<file path="src/rtl/ocpwm_pkg.sv">
// Purpose: shared constants for the compare/pwm channel
// Assumes: 16-bit timebase, plain register port
// Notes: offsets are word indices on the register port
`default_nettype none
package ocpwm_pkg;
    localparam int CNT_W = 16;
    localparam int ADDR_W = 4;
    // register offsets
    localparam logic [3:0] ADDR_CTRL = 4'h0;
    localparam logic [3:0] ADDR_PRIMARY = 4'h1;
    localparam logic [3:0] ADDR_SECONDARY = 4'h2;
    localparam logic [3:0] ADDR_STATUS = 4'h3;
    // control field positions
    localparam int MODE_LSB = 0;
    localparam int TSEL_BIT = 3;
    localparam int FAULT_BIT = 4;
    localparam int IDLE_BIT = 13;
    localparam int FLAG_BIT = 0;
    localparam logic [15:0] CTRL_RESET = 16'h0000;
    localparam logic [15:0] CTRL_WMASK = 16'h200f;
    // mode codes
    localparam logic [2:0] MODE_OFF = 3'h0;
    localparam logic [2:0] MODE_FORCE_HIGH = 3'h1;
    localparam logic [2:0] MODE_FORCE_LOW = 3'h2;
    localparam logic [2:0] MODE_TOGGLE = 3'h3;
    localparam logic [2:0] MODE_SINGLE = 3'h4;
    localparam logic [2:0] MODE_CONT = 3'h5;
    localparam logic [2:0] MODE_PWM = 3'h6;
    localparam logic [2:0] MODE_PWM_FLT = 3'h7;
    localparam logic [15:0] ZERO16 = 16'h0000;
    localparam logic [15:0] ONE16 = 16'h0001;
endpackage
`default_nettype wire

</file>
<file path="src/rtl/ocpwm_channel.sv">
// Purpose: output compare channel with pulse and pwm modes
// Assumes: timer count, period and advance strobes come from outside
// Notes: registers on a plain strobe port, read data one cycle later
//
// Overview of operation
// - continuous mode drives pin low, then pulses each compare cycle
// - pulse modes drive pin high on match with primary compare
// - pulse modes drive pin low on match with secondary compare
// - continuous mode sets flag on each secondary compare match that ends a pulse
// - timer wraps to zero at period match and keeps counting
// - pwm period lasts period value plus one timer counts
// - secondary copied into primary only at period match in pwm
// - primary compare is read-only while pwm is active
// - primary value at pwm enable sets first period duty
// - duty zero keeps pin low whole period
// - duty above period keeps pin high continuously
// - duty equal to period gives one low count per period
// - mode zero disables, mode six is pwm without fault
// - mode one drives pin low then high on compare match
// - fault status is read-only, hardware set in mode seven, cleared by a control write leaving it
// - only the first two channels raise a dma request
// - single pulse ends low with no further pulses until rewrite
`default_nettype none
module ocpwm_channel #(
    parameter int CHANNEL_INDEX = 0
) (
    // clock and reset
    input wire logic mclk_i,
    input wire logic sys_rst_i,
    // register port
    input wire logic [3:0] reg_addr_i,
    input wire logic [15:0] reg_wdata_i,
    input wire logic reg_wr_i,
    input wire logic reg_rd_i,
    output logic [15:0] reg_rdata_o,
    // timer sources
    input wire logic [15:0] count_a_i,
    input wire logic [15:0] period_a_i,
    input wire logic count_en_a_i,
    input wire logic [15:0] count_b_i,
    input wire logic [15:0] period_b_i,
    input wire logic count_en_b_i,
    // fault pin, active low
    input wire logic fault_n_i,
    // outputs
    output logic compare_output_pin_o,
    output logic compare_irq_flag_o,
    output logic dma_req_o
);
    typedef enum logic [2:0] {
        OCP_IDLE = 3'b001,
        OCP_ARMED = 3'b010,
        OCP_DONE = 3'b100
    } ocp_state_type;

    logic [15:0] ctrl_reg;
    logic [15:0] ctrl_next;
    logic [15:0] primary_reg;
    logic [15:0] primary_next;
    logic [15:0] secondary_reg;
    logic [15:0] secondary_next;
    logic pin_reg;
    logic pin_next;
    logic flag_reg;
    logic flag_next;
    logic dma_reg;
    logic dma_next;
    logic fault_reg;
    logic fault_next;
    logic [15:0] rdata_reg;
    logic [15:0] rdata_next;
    ocp_state_type state_reg;
    ocp_state_type state_next;
    logic [15:0] tb_count;
    logic [15:0] tb_period;
    logic tb_tick;
    logic fault_act;
    logic fault_sync;
    // decoded register strobes
    logic wr_pri;
    logic wr_sec;
    logic wr_stat;
    logic [2:0] mode;
    logic ctrl_wr;
    logic pwm_mode;

    ocpwm_timebase u_timebase (
        .mclk_i(mclk_i),
        .sys_rst_i(sys_rst_i),
        .tsel_i(ctrl_reg[ocpwm_pkg::TSEL_BIT]),
        .count_a_i(count_a_i),
        .period_a_i(period_a_i),
        .count_en_a_i(count_en_a_i),
        .count_b_i(count_b_i),
        .period_b_i(period_b_i),
        .count_en_b_i(count_en_b_i),
        .count_o(tb_count),
        .period_o(tb_period),
        .tick_o(tb_tick)
    );

    ocpwm_sync u_fault_sync (
        .mclk_i(mclk_i),
        .sys_rst_i(sys_rst_i),
        .async_i(fault_act),
        .sync_o(fault_sync)
    );

    // inverted ahead of the synchroniser so its reset value means no fault
    assign fault_act = !fault_n_i;

    function automatic logic addr_hit(input logic [3:0] a, input logic [3:0] ofs);
        addr_hit = (a == ofs);
    endfunction

    // 17-bit compare so a count of all ones cannot wrap to zero
    function automatic logic duty_high(input logic [15:0] cnt, input logic [15:0] duty);
        duty_high = ({1'b0, cnt} + 17'h00001) < {1'b0, duty};
    endfunction

    assign mode = ctrl_reg[2:0];
    assign pwm_mode = (mode == ocpwm_pkg::MODE_PWM) || (mode == ocpwm_pkg::MODE_PWM_FLT);
    assign ctrl_wr = reg_wr_i && addr_hit(reg_addr_i, ocpwm_pkg::ADDR_CTRL);
    assign wr_pri = reg_wr_i && addr_hit(reg_addr_i, ocpwm_pkg::ADDR_PRIMARY);
    assign wr_sec = reg_wr_i && addr_hit(reg_addr_i, ocpwm_pkg::ADDR_SECONDARY);
    assign wr_stat = reg_wr_i && addr_hit(reg_addr_i, ocpwm_pkg::ADDR_STATUS);

    // control and secondary compare writes
    always_comb begin
        ctrl_next = ctrl_reg;
        secondary_next = secondary_reg;
        if (ctrl_wr) begin
            // unimplemented bits are dropped so they read back zero
            ctrl_next = reg_wdata_i & ocpwm_pkg::CTRL_WMASK;
        end
        if (wr_sec) begin
            // duty buffer, may change at any time without a glitch
            secondary_next = reg_wdata_i;
        end
    end

    // read data stand for one cycle after the strobe, zero otherwise
    always_comb begin
        rdata_next = 16'h0000;
        if (reg_rd_i) begin
            unique case (reg_addr_i)
                ocpwm_pkg::ADDR_CTRL: rdata_next = ctrl_reg
                    | ({15'h0000, fault_reg} << ocpwm_pkg::FAULT_BIT);
                ocpwm_pkg::ADDR_PRIMARY: rdata_next = primary_reg;
                ocpwm_pkg::ADDR_SECONDARY: rdata_next = secondary_reg;
                ocpwm_pkg::ADDR_STATUS: rdata_next = {15'h0000, flag_reg};
                default: rdata_next = 16'h0000;
            endcase
        end
    end

    // compare engine
    always_comb begin
        logic hit_pri;
        logic hit_sec;
        logic hit_per;
        // compare only on cycles where the selected timer advanced
        hit_pri = tb_tick && (tb_count == primary_reg);
        hit_sec = tb_tick && (tb_count == secondary_reg);
        hit_per = tb_tick && (tb_count == tb_period);
        primary_next = primary_reg;
        pin_next = pin_reg;
        state_next = state_reg;
        flag_next = flag_reg;
        fault_next = fault_reg;
        dma_next = 1'b0;
        // flag clear by status write, a new event below wins
        if (wr_stat && reg_wdata_i[ocpwm_pkg::FLAG_BIT]) begin
            flag_next = 1'b0;
        end
        // pwm owns the duty register, software writes are dropped
        if (!pwm_mode && wr_pri) begin
            primary_next = reg_wdata_i;
        end
        if (ctrl_wr) begin
            // mode rewrite restarts the sequence, pin low
            pin_next = 1'b0;
            state_next = OCP_ARMED;
            if (reg_wdata_i[2:0] == ocpwm_pkg::MODE_OFF) begin
                state_next = OCP_IDLE;
            end
            // leaving fault mode is the only way to clear the fault bit
            if (reg_wdata_i[2:0] != ocpwm_pkg::MODE_PWM_FLT) begin
                fault_next = 1'b0;
            end
        end else begin
            unique case (mode)
                ocpwm_pkg::MODE_OFF: begin
                    pin_next = 1'b0;
                end
                ocpwm_pkg::MODE_FORCE_HIGH: begin
                    if (hit_pri) begin
                        pin_next = 1'b1;
                        flag_next = 1'b1;
                    end
                end
                ocpwm_pkg::MODE_FORCE_LOW: begin
                    if (hit_pri) begin
                        pin_next = 1'b0;
                        flag_next = 1'b1;
                    end
                end
                ocpwm_pkg::MODE_TOGGLE: begin
                    if (hit_pri) begin
                        pin_next = !pin_reg;
                        flag_next = 1'b1;
                    end
                end
                ocpwm_pkg::MODE_SINGLE, ocpwm_pkg::MODE_CONT: begin
                    if (state_reg == OCP_ARMED) begin
                        // trailing edge first, so equal compares still close a pulse
                        if (hit_sec && pin_reg) begin
                            pin_next = 1'b0;
                            flag_next = 1'b1;
                            if (mode == ocpwm_pkg::MODE_SINGLE) begin
                                state_next = OCP_DONE;
                            end
                        end else if (hit_pri) begin
                            pin_next = 1'b1;
                        end
                    end else begin
                        pin_next = 1'b0;
                    end
                end
                default: begin
                    // pwm: high from period start until count reaches duty
                    // a fault latches and holds the pin low until control is rewritten with a mode other than seven
                    if (mode == ocpwm_pkg::MODE_PWM_FLT && fault_sync) begin
                        fault_next = 1'b1;
                        flag_next = 1'b1;
                    end
                    // duty buffer still advances while a fault holds the pin
                    if (hit_per) begin
                        primary_next = secondary_reg;
                    end
                    if (fault_reg || fault_next) begin
                        pin_next = 1'b0;
                    end else if (hit_per) begin
                        // next period starts at count zero
                        pin_next = (secondary_reg != ocpwm_pkg::ZERO16);
                    end else if (tb_tick) begin
                        pin_next = duty_high(tb_count, primary_reg);
                    end
                end
            endcase
        end
        // one-cycle request on each rising flag, channels 0 and 1 only
        if (flag_next && !flag_reg && CHANNEL_INDEX < 2) begin
            dma_next = 1'b1;
        end
    end

    always_ff @(posedge mclk_i) begin
        if (sys_rst_i) begin
            ctrl_reg <= ocpwm_pkg::CTRL_RESET;
            secondary_reg <= 16'h0000;
        end else begin
            ctrl_reg <= ctrl_next;
            secondary_reg <= secondary_next;
        end
    end

    always_ff @(posedge mclk_i) begin
        if (sys_rst_i) begin
            rdata_reg <= 16'h0000;
        end else begin
            rdata_reg <= rdata_next;
        end
    end

    always_ff @(posedge mclk_i) begin
        if (sys_rst_i) begin
            primary_reg <= 16'h0000;
            pin_reg <= 1'b0;
            flag_reg <= 1'b0;
            dma_reg <= 1'b0;
            fault_reg <= 1'b0;
            state_reg <= OCP_IDLE;
        end else begin
            primary_reg <= primary_next;
            pin_reg <= pin_next;
            flag_reg <= flag_next;
            dma_reg <= dma_next;
            fault_reg <= fault_next;
            state_reg <= state_next;
        end
    end

    assign reg_rdata_o = rdata_reg;
    assign compare_output_pin_o = pin_reg;
    assign compare_irq_flag_o = flag_reg;
    assign dma_req_o = dma_reg;
endmodule
`default_nettype wire

</file>
<file path="src/rtl/ocpwm_sync.sv">
// Purpose: three-stage synchroniser with agreement check
// Assumes: input is asynchronous to mclk_i
// Notes: output changes when stages two and three agree
`default_nettype none
module ocpwm_sync (
    // clock and reset
    input wire logic mclk_i,
    input wire logic sys_rst_i,
    // data
    input wire logic async_i,
    output logic sync_o
);
    logic [2:0] stage_reg;
    logic [2:0] stage_next;
    logic out_reg;
    logic out_next;

    always_comb begin
        stage_next = {stage_reg[1:0], async_i};
        out_next = out_reg;
        if (stage_reg[1] == stage_reg[2]) begin
            out_next = stage_reg[2];
        end
    end

    always_ff @(posedge mclk_i) begin
        if (sys_rst_i) begin
            stage_reg <= 3'h0;
            out_reg <= 1'b0;
        end else begin
            stage_reg <= stage_next;
            out_reg <= out_next;
        end
    end

    assign sync_o = out_reg;
endmodule
`default_nettype wire

</file>
<file path="src/rtl/ocpwm_timebase.sv">
// Purpose: selects one of two external timebases and their advance strobes
// Assumes: timers count on mclk_i, period match wraps the timer
// Notes: a plain select, the channel qualifies the count itself
`default_nettype none
module ocpwm_timebase (
    // clock and reset
    input wire logic mclk_i,
    input wire logic sys_rst_i,
    // timer sources
    input wire logic tsel_i,
    input wire logic [15:0] count_a_i,
    input wire logic [15:0] period_a_i,
    input wire logic count_en_a_i,
    input wire logic [15:0] count_b_i,
    input wire logic [15:0] period_b_i,
    input wire logic count_en_b_i,
    // selected view
    output logic [15:0] count_o,
    output logic [15:0] period_o,
    output logic tick_o
);
    always_comb begin
        count_o = tsel_i ? count_b_i : count_a_i;
        period_o = tsel_i ? period_b_i : period_a_i;
        tick_o = tsel_i ? count_en_b_i : count_en_a_i;
    end
endmodule
`default_nettype wire

</file>
<file path="config.mk">
export PLATFORM = sky130hd
export DESIGN_NAME = ocpwm_channel
export DESIGN_NICKNAME = d
export VERILOG_FILES = /design/src/rtl/ocpwm_pkg.sv /design/src/rtl/ocpwm_channel.sv /design/src/rtl/ocpwm_sync.sv /design/src/rtl/ocpwm_timebase.sv
export SDC_FILE = /design/constraint.sdc
export NUM_CORES = 1
export LEC_CHECK = 0
export ABC_AREA = 1
export BUFFER_PORTS_ARGS = -buffer_cell sky130_fd_sc_hd__buf_2
export CORE_MARGIN = 1.5
export CORE_UTILIZATION = 50
export DETAILED_ROUTE_END_ITERATION = 10
export PLACE_DENSITY_LB_ADDON = 0.12
export SYNTH_ARGS = -nofsm -noshare
export SYNTH_HDL_FRONTEND = slang
export SYNTH_SLANG_ARGS = --single-unit
</file>
<file path="constraint.sdc">
create_clock -name mclk_i -period 3.7 [get_ports mclk_i]
set_input_delay 0.37 -clock mclk_i [delete_from_list [all_inputs] [get_ports mclk_i]]
set_output_delay 0.37 -clock mclk_i [all_outputs]
set_load 0.05 [all_outputs]
</file>
## Word-level counts from Yosys, hierarchy flattened

Index checks and enable logic that the tools add are counted.

| word-level totals | value |
|---|---|
| flip-flop bits (word level) | 64 |
| bits in latches | 0 |
| bits in writable memories | 0 |
| memory bits (read-only) | 0 |
| input port bits | 91 |
| output and inout port bits | 19 |
| memories | 0 |

| cells by class | value |
|---|---|
| add/subtract/negate cells | 1 |
| $mul | 0 |
| div/mod/pow operators | 0 |
| order comparisons | 1 |
| eq/ne operators | 20 |
| shift-type cells | 0 |
| muxes and demuxes | 37 |
| bitwise operators | 2 |
| reduce and logical (&&, ||, !) cells | 35 |

Operators by type and width:

| cell | number |
|---|---|
| 16-bit two-way mux | 6 |
| 16-bit case mux with 4 select lines | 1 |
| 16-bit equality test | 3 |
| 1-bit two-way mux | 22 |
| 16-bit by 1-bit adder with 17-bit output, second input constant | 1 |
| 17-bit by 16-bit < comparator with 1-bit output | 1 |
| 16-bit nonzero test | 1 |
| 3-bit two-way mux | 5 |
| 14-bit by 5-bit bitwise OR with 14-bit output | 1 |
| 3-bit equality test, second input constant | 4 |
| 1-bit logical AND | 12 |
| 3-bit by 2-bit equality test with 1-bit output, second input constant | 3 |
| 4-bit by 2-bit equality test with 1-bit output, second input constant | 2 |
| 2-bit nonzero test | 4 |
| 8-bit nonzero test | 1 |
| 3-bit logical NOT | 2 |
| 2-bit OR reduction | 3 |
| 6-bit OR reduction | 1 |
| 1-bit case mux with 5 select lines | 1 |
| 4-bit by 1-bit equality test with 1-bit output, second input constant | 1 |
| 1-bit logical NOT | 4 |
| 4-bit logical NOT | 1 |
| 2-bit by 1-bit != test with 1-bit output, second input constant | 2 |
| 2-bit != test, second input constant | 2 |
| other kinds (11) | 12 |

## Logic depth before layout (Yosys ltp)

Gate-level depths: netlist of run 1.

| depth | value |
|---|---|
| depth in word-level cells | 10 |
| mapped depth | 25 |

## Cells and area by module

From an unflattened synthesis of run 1, not the netlist that was laid out.

| unflattened totals | value |
|---|---|
| cell total of the unflattened synthesis | 760 |
| area, all modules | 4782.1 um^2 |

By module, submodules not included:

| module | instances | cells an instance | area each (um^2) | seq. area each (um^2) |
|---|---|---|---|---|
| ocpwm_channel | 1 | 640 | 4181.5 | 1201.2 |
| ocpwm_timebase | 1 | 107 | 479.2 | 0.0 |
| ocpwm_sync | 1 | 13 | 121.4 | 80.1 |

## Worst setup path before layout of run 1

OpenSTA, ideal clock, no wires.

| timing path | value |
|---|---|
| path kind | reg2reg |
| start | register ctrl_reg[3] |
| end | register pin_reg, in the netlist compare_output_pin_o |
| library setup time | 0.064 ns |
| data arrival time | 2.696 ns |
| path slack | 0.940 ns |
| stages on the path, launching flop included | 24 |
| path buffers | 3 |
| path through | dfxtp_1 -> buf_6 -> buf_6 -> buf_2 -> nand2_1 -> o21ai_1 -> nor3_2 -> nand4_1 -> nor2_2 -> nand4_1 -> xor2_1 -> inv_1 -> ha_1 -> nand2_1 -> nor2_1 -> nor3b_1 -> nand2_1 -> nand2_1 -> nand2_1 -> nand2_1 -> nand2_1 -> a21oi_1 -> nor2_1 -> nor2_1 |

| between the ends | value |
|---|---|
| cells in the longest elaborated chain, start to end | 7 |

Ends and longest elaborated chain:

| element | line | text |
|---|---|---|
| start, declared | ocpwm_channel.sv:56 | `logic [15:0] ctrl_reg;` |
| start signal, assigned | ocpwm_channel.sv:260 | `ctrl_reg <= ocpwm_pkg::CTRL_RESET;` |
| start signal, assigned | ocpwm_channel.sv:263 | `ctrl_reg <= ctrl_next;` |
| 16-bit two-way mux | ocpwm_timebase.sv:23 | `count_o = tsel_i ? count_b_i : count_a_i;` |
| 16-bit by 1-bit adder with 17-bit output, or another cell as far along | ocpwm_channel.sv:118 | `duty_high = ({1'b0, cnt} + 17'h00001) < {1'b0, duty};` |
| 17-bit by 16-bit < comparator with 1-bit output, or another cell as far along | ocpwm_channel.sv:118 |  |
| 1-bit two-way mux, or another cell as far along | ocpwm_channel.sv:246 | `end else if (tb_tick) begin` |
| 1-bit two-way mux (on tied branches) | ocpwm_channel.sv:243, ocpwm_channel.sv:217 |  |
| 1-bit two-way mux (on tied branches) | ocpwm_channel.sv:241, ocpwm_channel.sv:215 |  |
| 1-bit case mux with 5 select lines | ocpwm_channel.sv:192 | `unique case (mode)` |
| end signal, assigned | ocpwm_channel.sv:286 | `pin_reg <= pin_next;` |
| end, declared | ocpwm_channel.sv:62 | `logic pin_reg;` |

Parallel ways exist; a longest one is shown, timed or not. The select of a mux whose other input is x is not followed.
A chain may end at the register's enable or synchronous reset.

## Worst setup path after layout of run 1

Ends and elaborated chain as after synthesis.

==> summary.md, run 1 <==
| Metric | Value |
|---|---|
| Kind of critical path | `reg2reg` |
| CTS Hold Buffers Added | `0` |
| Number of synthesized flops with an enable pin | `0` |
| Final period util | `85.0%` |
| Largest family of logic cells by synthesized area | `simple AND/OR/NAND/NOR gates` |
| Logic pwr share | `19.9%` |
| Compound-Gate Fraction of Synth Area | `12.0%` |
| CP startpoint kind | `register` |
| Routed wire length | `17.7 mm` |
| Cell Rows | `36` |
| R2r startpoint | `ctrl_reg[3]` |
| Critical Path Most Common Cell | `nand2_1` |
| Critical path peak fanout | `18` |
| Synthesized Nets | `937` |
| Syn Inst Count | `approximately 830` |
| Antenna violations before repair | `0` |
| FFs w/ async S/R, synth | `0%` |
| Switching power | `544 uW` |
| Antenna Nets Post-Route | `0` |
| Seq/Total Area, Yosys | `26.0%` |
| Synth top area share | `26.0%` |
| DP Wirelength | `~14 mm` |
| Fmax | `318 MHz` |
| I/O Buffers | `109` |
| Die Ht | `slightly above 100 um` |
| CTS Sinks | `64` |
| Final Cell Area | `5790 um^2` |
| H-tree levels | `3` |
| Hold Crit Start | `fault_n_i` |
| Worst-path clk slew | `0.08 ns` |
| Reg-to-reg endpoint | `compare_output_pin_o` |
| Cells on worst reg2reg path | `20` |
| # diodes | `0` |
| Crit path launch | `ctrl_reg[3]` |
| Vias/cell | `5.37` |
| Total Power | `1.77 mW` |
| Syn_area_per_cell | `5.95 um^2` |
| GRT overflow | `0` |
| RSZ-0062 raised after global routing | `false` |
| Endpoint class of the critical path | `register` |
| Slew HR | `31.8%` |
| Post-CTS setup buffer count | `0` |
| First drt pass iteration count | `6` |
| Chip Width | `102 um` |
| Slowest cell on crit path | `nor4_1` |
| Top_reg_cell synth | `dfxtp_1` |
| Clock latency on the worst-skew pair | `between 0.3 and 0.4 ns` |
| Internal | `approximately 1.2 mW` |
| Pin count of the biggest net entering global routing | `between 40 and 50` |
| Clock Path Buffers | `2` |
| Setup TNS | `0 ns` |
| Reg2Reg Setup Slack | `0.56 ns` |
| Number of I/O pins | `110` |
| Crit-path max cell delay | `between 0.4 and 0.5 ns` |
| CP arrival | `3.43 ns` |
| Layout fillers | `974` |
| Post-Synth Simple-Gate Area | `40.3%` |
| Syn-to-layout area delta | `17.3%` |
| Post-route DRC | `0` |
| Slew @ Worst Pin | `1.02 ns` |
| Reg power frac | `40.1%` |
| Power Density | `306 nW/um^2` |
| Root Driver | `clkbuf_8` |
| Pins Over Slew Limit | `0` |
| Yosys reg bits | `64` |
| Post-Syn Area | `4930 um^2` |
| Routability Congestion | `approximately 1.0` |
| Hold Violations, Final | `0` |
| CTS Buf Count | `9` |
| Adder-cell share of the synthesized area | `4.31%` |
| Critical-path cell list | `inv_4 > nand2_1 > nand2_1 > ha_1 > nand2_1 > nor4_1 > nand2_1 > xor2_1 > ha_1 > a21oi_1 > nor2_1 > nor3b_1 > nand2_1 > nand2_1 > nand2_1 > nand2_1 > nand2_1 > a21oi_1 > nor2_1 > nor2_1` |
| Hold depth | `2` |
| Initial core utilization | `between 50% and 60%` |
| DRT iter0 DRCs | `392` |
| Final nets | `1041` |
| Post-synth top area cell | `dfxtp_1` |
| Synth area leaders | `dfxtp_1, nand2_1, inv_1, nor2_1, ha_1` |
| Setup Skew | `0.0134 ns` |
| Vias in the first global route | `5231` |
| CP required | `3.99 ns` |
| First-pass GRT wire length | `26.8 mm` |
| Hold Path Class | `in2reg` |
| Gr usage total | `34.0%` |
| Clock power share | `40.0%` |
| Sw frac | `30.7%` |
| Worst IR drop on VDD | `0.325 mV` |
| Tmin final | `3.14 ns` |
| Number of max-cap violations | `0` |
| Post-synth cell types | `39` |
| Die Area | `between 10000 and 15000 um^2` |
| Post-CTS Resized | `0` |
| Wirelength per Cell | `16.5 um` |
| Leakage power | `2.97 nW` |
| Via count | `5753` |
| Share of cells above drive strength 1 | `18.9%` |
| CTS tree | `built` |
| Mux cell area share after synthesis | `under 10%` |
| # setup viols final | `0` |
| Status | `completed` |
| Placed Instance Area | `5560 um^2` |
| Number of synthesis warnings | `0` |
| Worst Hold End | `u_fault_sync.stage_reg[0]` |
| Core Box Area | `9680 um^2` |
| Post-synthesis xor/xnor area fraction | `3.20%` |
[power by group through the flow]
stage	clock, mW	sequential (mW)	combinational (mW)
2_1_floorplan	0	0.721	0.218
3_3_place_gp	0	0.725	0.340
3_5_place_dp	0	0.725	0.345
4_1_cts	0.710	0.709	0.347
5_1_grt	0.738	0.710	0.391
6_report	0.709	0.710	0.353
[through the flow]
step / setup WS [ns] / util [%] / std cells / hold slack [ns]
after floorplan: 0.940 / - / 829 / 0.388
after global placement: 0.636 / 57.4 / 1055 / 0.399
after detailed placement: 0.557 / 57.4 / 1055 / 0.402
after CTS: 0.569 / 59.7 / 1071 / 0.142
after global routing: 0.237 / 59.7 / 1071 / 0.144
final: 0.556 / 59.7 / 1071 / 0.148
[kinds of logic (layout without fill, tap and decap cells)]
kind of cell	after synthesis	in the layout
multiplexers	13	13
AND/OR/NAND/NOR	473	473
buffers and inverters	132	241
XOR/XNOR	18	18
flip-flops	64	64
AO/OA/AOI/OAI	112	112
adder cells (fa/ha/maj)	17	17
[synthesized netlist by cell type (all sizes together), types with 4 or more instances]
library cell,n
xor2,17
nor2,104
nand2,284
ha,17
o21ai,59
nor4,5
mux2,13
dfxtp,64
clkbuf,12
or2,6
o22ai,4
buf,11
nor3b,4
a21oi,41
nor3,15
nand4,14
nand3,40
inv,109
[worst max-delay path by stage]
stage / to / slack (ns) / cells after the start
after floorplan: compare_output_pin_o / 0.94 / 23
after global placement: compare_output_pin_o / 0.64 / 20
after detailed placement: compare_output_pin_o / 0.56 / 20
after CTS: compare_output_pin_o / 0.57 / 20
after global routing: compare_output_pin_o / 0.24 / 20
final: compare_output_pin_o / 0.56 / 20
[cell usage in the layout (no fill, tap or decap), drive strengths merged, types with 15 or more instances in the layout]
cell type | Yosys | final
nand2 | 284 | 284
buf | 11 | 116
inv | 109 | 110
nor2 | 104 | 104
dfxtp | 64 | 64
o21ai | 59 | 59
a21oi | 41 | 41
nand3 | 40 | 40
xor2 | 17 | 17
ha | 17 | 17
nor3 | 15 | 15
[layout make-up]
type / count / area (um^2) / share of cell area [%]
multi-input combinational: 633 / 3100 / 53.5
inverter: 109 / 412 / 7.12
tap: 133 / 166 / 2.88
clock inverter: 6 / 91.3 / 1.58
clock buffer: 10 / 138 / 2.38
sequential: 64 / 1280 / 22.2
timing repair buffer: 116 / 598 / 10.3
[worst max-delay path: cells and delay by family, from the launching register on]
| kind | cells | cell delay [ns] |
|---|---|---|
| flip-flops | 1 | 0.39 |
| AND/OR/NAND/NOR | 14 | 1.56 |
| XOR/XNOR | 1 | 0.18 |
| buffers and inverters | 1 | 0.19 |
| AO/OA/AOI/OAI | 2 | 0.26 |
| adder cells (fa/ha/maj) | 2 | 0.51 |
[routing by layer]
metal  vias up  wire [um]  GRT usage (%)
met2       270       8290           58.4
li1       2837          -              -
met3        45       1260           5.06
met4         0        733           15.1
met1      2601       7410           42.2
met5         -          0              0
Power figures use the tool's default switching activity.
==> inputs of run 2 (changes only) <==
==> constraint.sdc (replaced) <==
create_clock -name mclk_i -period 2.54 [get_ports mclk_i]
set_input_delay 0.254 -clock mclk_i [delete_from_list [all_inputs] [get_ports mclk_i]]
set_output_delay 0.254 -clock mclk_i [all_outputs]
set_load 0.05 [all_outputs]
==> summary.md, run 2 (same netlist as run 1, synthesis figures left out) <==
| Metric | Value |
|---|---|
| Status | `finished, violations left` |
| Failing checks | `setup timing` |
| DP Wirelength | `15.1 mm` |
| Die Ht | `102 um` |
| Worst-path clk slew | `0.07 ns` |
| Syn-to-layout area delta | `29.3%` |
| H-tree levels | `3` |
| Final nets | `around 1100` |
| Hold WS | `0.0455 ns` |
| DRT iter0 DRCs | `between 300 and 400` |
| Share of cells above drive strength 1 | `26.0%` |
| Via count | `slightly above 6000` |
| Util after Layout | `65.8%` |
| RSZ-0062 raised after global routing | `true` |
| Pins Over Slew Limit | `0` |
| CP required | `2.83 ns` |
| Gr usage total | `36.5%` |
| Worst IR drop on VDD | `0.392 mV` |
| Core Box Area | `9680 um^2` |
| Crit-path max cell delay | `0.39 ns` |
| Met1 Use GR | `44.6%` |
| Number of max-cap violations | `0` |
| Met3 Usage GRT | `7.25%` |
| Setup TNS | `-0.344 ns` |
| CTS Buf Count | `9` |
| CTS Sinks | `64` |
| CTS tree | `built` |
| Clock latency on the worst-skew pair | `0.35 ns` |
| Initial core utilization | `between 50% and 60%` |
| Routed wire length | `18.9 mm` |
| Slew HR | `63.7%` |
| Power Density | `between 300 and 400 nW/um^2` |
| Critical Path Most Common Cell | `nand2_1` |
| GRT overflow | `0` |
| Number of I/O pins | `between 100 and 150` |
| Tmin final | `2.88 ns` |
| Leakage power | `3.28 nW` |
| Placed insts | `1112` |
| CP startpoint kind | `register` |
| Chip Width | `102 um` |
| Total Power | `2.43 mW` |
| Cell Count, Final, Fillers Out | `1136` |
| Slowest cell on crit path | `dfxtp_4` |
| Critical path peak fanout | `8` |
| # diodes | `0` |
| Most frequent cells in the layout | `nand2_1, buf_2, inv_1` |
| Setup Skew | `between 0.008 and 0.009 ns` |
| I/O Buffers | `109` |
| Die Area | `10500 um^2` |
| # setup viols final | `1` |
| First drt pass iteration count | `5` |
| Final Cell Area | `between 6000 and 7000 um^2` |
| Commonest non-fill, non-tap cell in the layout | `nand2_1` |
| Root Driver | `clkbuf_8` |
| Post-route DRC | `0` |
| Vias in the first global route | `slightly below 6000` |
| CP arrival | `about 3.2 ns` |
| Wirelength per Cell | `roughly 17 um` |
| Vias/cell | `5.47` |
| Grt peak-use layer | `met2` |
| Critical-path cell list | `inv_6 > nand2_4 > nand2_4 > inv_2 > nor3_2 > nand4_1 > nor2_2 > nand4_1 > xor2_1 > inv_1 > ha_1 > nand2_1 > nor2_1 > nor3b_2 > nand2_1 > nand2_1 > nand2_1 > nand2_1 > nand2_1 > a21oi_1 > nor2_1 > nor2_1` |
| Hold Violations, Final | `0` |
| Kind of critical path | `reg2reg` |
| Routability Congestion | `1.06` |
| Hold Path Class | `in2reg` |
| Final period util | `114%` |
| Pre-CTS setup slack | `-0.321 ns` |
| Endpoint class of the critical path | `register` |
| First-pass GRT wire length | `~29 mm` |
| Met2 GRT Util | `62.8%` |
| Fmax | `about 350 MHz` |
| Antenna Nets Post-Route | `0` |
| Placed Instance Area | `around 6000 um^2` |
| Slew @ Worst Pin | `0.543 ns` |
| Pin count of the biggest net entering global routing | `33` |
| Clock Path Buffers | `2` |
| Cell Rows | `36` |
| Antenna violations before repair | `0` |
| Final worst slack | `-0.344 ns` |
-- run 2: per-layer routing --
metal	part of all wire [%]	vias up
li1	-	2974
met1	40	2833
met2	47	328
met3	8.9	75
met4	4.1	0
met5	0	-
-- run 2: worst max-delay path, delay by kind of cell (launching register included) --
| family | cells | cell delay, ns |
|---|---|---|
| adder cells (fa/ha/maj) | 1 | 0.26 |
| AND/OR/NAND/NOR | 16 | 1.67 |
| buffers and inverters | 3 | 0.20 |
| flip-flops | 1 | 0.39 |
| AO/OA/AOI/OAI | 1 | 0.15 |
| XOR/XNOR | 1 | 0.17 |
-- run 2: final cells by class --
| class | instances | area [um^2] |
|---|---|---|
| Tap cell | 133 | 166 |
| Sequential cell | 64 | 1280 |
| Timing Repair Buffer | 182 | 1110 |
| Fill cell | 916 | 3310 |
| Multi-Input combinational cell | 633 | 3230 |
| Inverter | 109 | 419 |
| Clock buffer | 9 | 124 |
| Clock inverter | 6 | 37.5 |
-- run 2: worst paths after layout --
kind | startpoint | end | slack, ns | depth (start not counted)
min | fault_n_i | u_fault_sync.stage_reg[0] | 0.05 | 2
max reg2reg | ctrl_reg[3] | compare_output_pin_o | -0.34 | 22
max | ctrl_reg[3] | compare_output_pin_o | -0.34 | 22
min reg2reg | u_fault_sync.stage_reg[0] | u_fault_sync.stage_reg[1] | 0.40 | 2
-- run 2: power breakdown --
group / total [mW] / switching, mW / internal (mW)
registers: 1.03 / 0.0157 / 1.02
clock network: 0.772 / 0.429 / 0.343
logic: 0.622 / 0.365 / 0.257
-- run 2: what timing repair did --
item                       4_1_cts  5_1_grt
cloned                           0        0
pin swaps                        3       18
gates resized for setup          9       32
setup buffers                    2        8
hold buffers                     0        0
setup endpoints to repair       17       17
==> inputs of run 3 (changes only) <==
==> constraint.sdc (replaced) <==
create_clock -name mclk_i -period 3.4 [get_ports mclk_i]
set_input_delay 0.34 -clock mclk_i [delete_from_list [all_inputs] [get_ports mclk_i]]
set_output_delay 0.34 -clock mclk_i [all_outputs]
set_load 0.05 [all_outputs]
==> summary.md, run 3 (same netlist as run 1, synthesis figures left out) <==
| Metric | Value |
|---|---|
| Status | `completed` |
| DRT iter0 DRCs | `385` |
| Pins Over Slew Limit | `0` |
| Placed Instance Area | `roughly 5600 um^2` |
| Via count | `roughly 5700` |
| Crit-path max cell delay | `0.44 ns` |
| Reg power frac | `43.5%` |
| Logic pwr share | `21.7%` |
| Internal | `1.19 mW` |
| CTS Buf Count | `9` |
| Pin count of the biggest net entering global routing | `between 40 and 50` |
| GRT overflow | `0` |
| Pre-CTS setup slack | `about 0.21 ns` |
| Total Power | `1.77 mW` |
| First drt pass iteration count | `5` |
| Vias in the first global route | `5327` |
| Kind of critical path | `reg2reg` |
| Chip Width | `about 100 um` |
| RSZ-0062 raised after global routing | `false` |
| Clock latency on the worst-skew pair | `0.37 ns` |
| Die Area | `10500 um^2` |
| Sw frac | `approximately a third` |
| Routability Congestion | `1.04` |
| Slew HR | `31.1%` |
| Final period util | `90.8%` |
| Vias/cell | `5.35` |
| Die Ht | `around 100 um` |
| Setup TNS | `0 ns` |
| Placed insts | `1056` |
| Root Driver | `clkbuf_8` |
| Hold Violations, Final | `0` |
| CP startpoint kind | `register` |
| Routed wire length | `17.1 mm` |
| Final Cell Area | `5780 um^2` |
| I/O Buffers | `109` |
| Reg area | `1280 um^2` |
| Cell Rows | `36` |
| Clock power share | `34.8%` |
| Gr usage total | `around 33%` |
| Post-route DRC | `0` |
| Antenna violations before repair | `0` |
| CTS Sinks | `64` |
| Critical Path Most Common Cell | `nand2_1` |
| CP required | `around 3.7 ns` |
| Final worst slack | `0.314 ns` |
| Hold Path Class | `in2reg` |
| Switching power | `slightly below 600 uW` |
| Number of I/O pins | `110` |
| Syn-to-layout area delta | `17.2%` |
| Critical path peak fanout | `18` |
| Wirelength per Cell | `15.9 um` |
| Number of max-cap violations | `0` |
| Endpoint class of the critical path | `register` |
| Clock Path Buffers | `2` |
| Multi-input logic area | `3110 um^2` |
| # setup viols final | `0` |
| Core Box Area | `roughly 9700 um^2` |
| Slowest cell on crit path | `dfxtp_4` |
| Share of cells above drive strength 1 | `19.3%` |
| CTS Hold Buffers Added | `0` |
| Fmax | `324 MHz` |
| Tmin final | `3.09 ns` |
| Setup Skew | `approximately 0.017 ns` |
| Layout fillers | `983` |
| Slew @ Worst Pin | `roughly 1.0 ns` |
| Final nets | `1043` |
| Reg2Reg Setup Slack | `0.31 ns` |
| Worst IR drop on VDD | `0.328 mV` |
| # diodes | `0` |
| Commonest non-fill, non-tap cell in the layout | `nand2_1` |
| CTS tree | `built` |
| Critical-path cell list | `clkinv_4 > nand2_1 > nand2_1 > nor3_4 > nand4_1 > nor2_2 > buf_4 > xor2_1 > inv_1 > ha_1 > nand2_1 > nor2_1 > nand3_1 > nand3_1 > nand2_1 > nand2_1 > nand2_1 > nand2_1 > nand2_1 > nand2_1 > a21oi_1 > nor2_1 > nor2_1` |
| H-tree levels | `3` |
| CP arrival | `3.35 ns` |
| Worst-path clk slew | `0.09 ns` |
| First-pass GRT wire length | `26.2 mm` |
| Antenna Nets Post-Route | `0` |
| Most frequent cells in the layout | `nand2_1, buf_2, inv_1, nor2_1, dfxtp_1` |
| Cell Count, Final, Fillers Out | `1073` |
| Initial core utilization | `50.9%` |
| Power Density | `307 nW/um^2` |
| Leakage power | `2.96 nW` |
| DP Wirelength | `14.0 mm` |
run 3: changes by cell type in the layout (fill, tap and decap cells not counted), sizes merged:
cell	delta
clkbuf	+1
buf	-64
clkinv	+2
clkinvlp	-2
run 3: final timing paths:
kind	from	end	cells past startpoint
setup reg to reg	ctrl_reg[3]	compare_output_pin_o	23
setup / recovery	ctrl_reg[3]	compare_output_pin_o	23
hold reg to reg	u_fault_sync.stage_reg[0]	u_fault_sync.stage_reg[1]	2
hold / removal	fault_n_i	u_fault_sync.stage_reg[0]	2
run 3: worst max-delay path, delay by kind of cell (launching register included):
family | cells | cell delay, ns
xor+xnor | 1 | 0.14
fa+ha+maj | 1 | 0.27
buf+inv | 3 | 0.35
simple gates | 17 | 1.71
flops | 1 | 0.44
compound gates | 1 | 0.06
run 3: layer usage:
metal | vias to the layer above | global-route usage, % | wire length, um
met5 | - | 0 | 0
met4 | 0 | 15.2 | 687
met3 | 56 | 4.92 | 1120
met2 | 241 | 56.4 | 8000
met1 | 2596 | 41.3 | 7240
li1 | 2843 | - | -
run 3: power by group through the flow:
stage / Combinational (mW) / Clock [mW] / Sequential [mW]
detailed placement: 0.375 / 0 / 0.789
floorplan: 0.237 / 0 / 0.785
finish: 0.384 / 0.617 / 0.771
CTS: 0.377 / 0.619 / 0.771
global placement: 0.369 / 0 / 0.788
global route: 0.432 / 0.653 / 0.772
run 3: what timing repair did:
item                                    4_1_cts  5_1_grt
buffers inserted                              0        1
gates resized for setup                       0        7
endpoints found under the setup margin        0        1
run 3: metrics by stage:
stage | util (%) | hold WS (ns)
final | 59.7 | 0.119
after global routing | 59.7 | 0.110
after CTS | 59.3 | 0.107
after detailed placement | 57.5 | 0.406
after global placement | 57.5 | 0.401
after floorplan | - | 0.388
run 3: layout make-up:
class                           instances  share of cell area, %
Clock buffer                           10                   2.38
Tap cell                              133                   2.88
Sequential cell                        64                   22.2
Multi-Input combinational cell        633                   53.9
Clock inverter                          6                  0.758
Inverter                              109                   7.17
Timing Repair Buffer                  118                   10.7
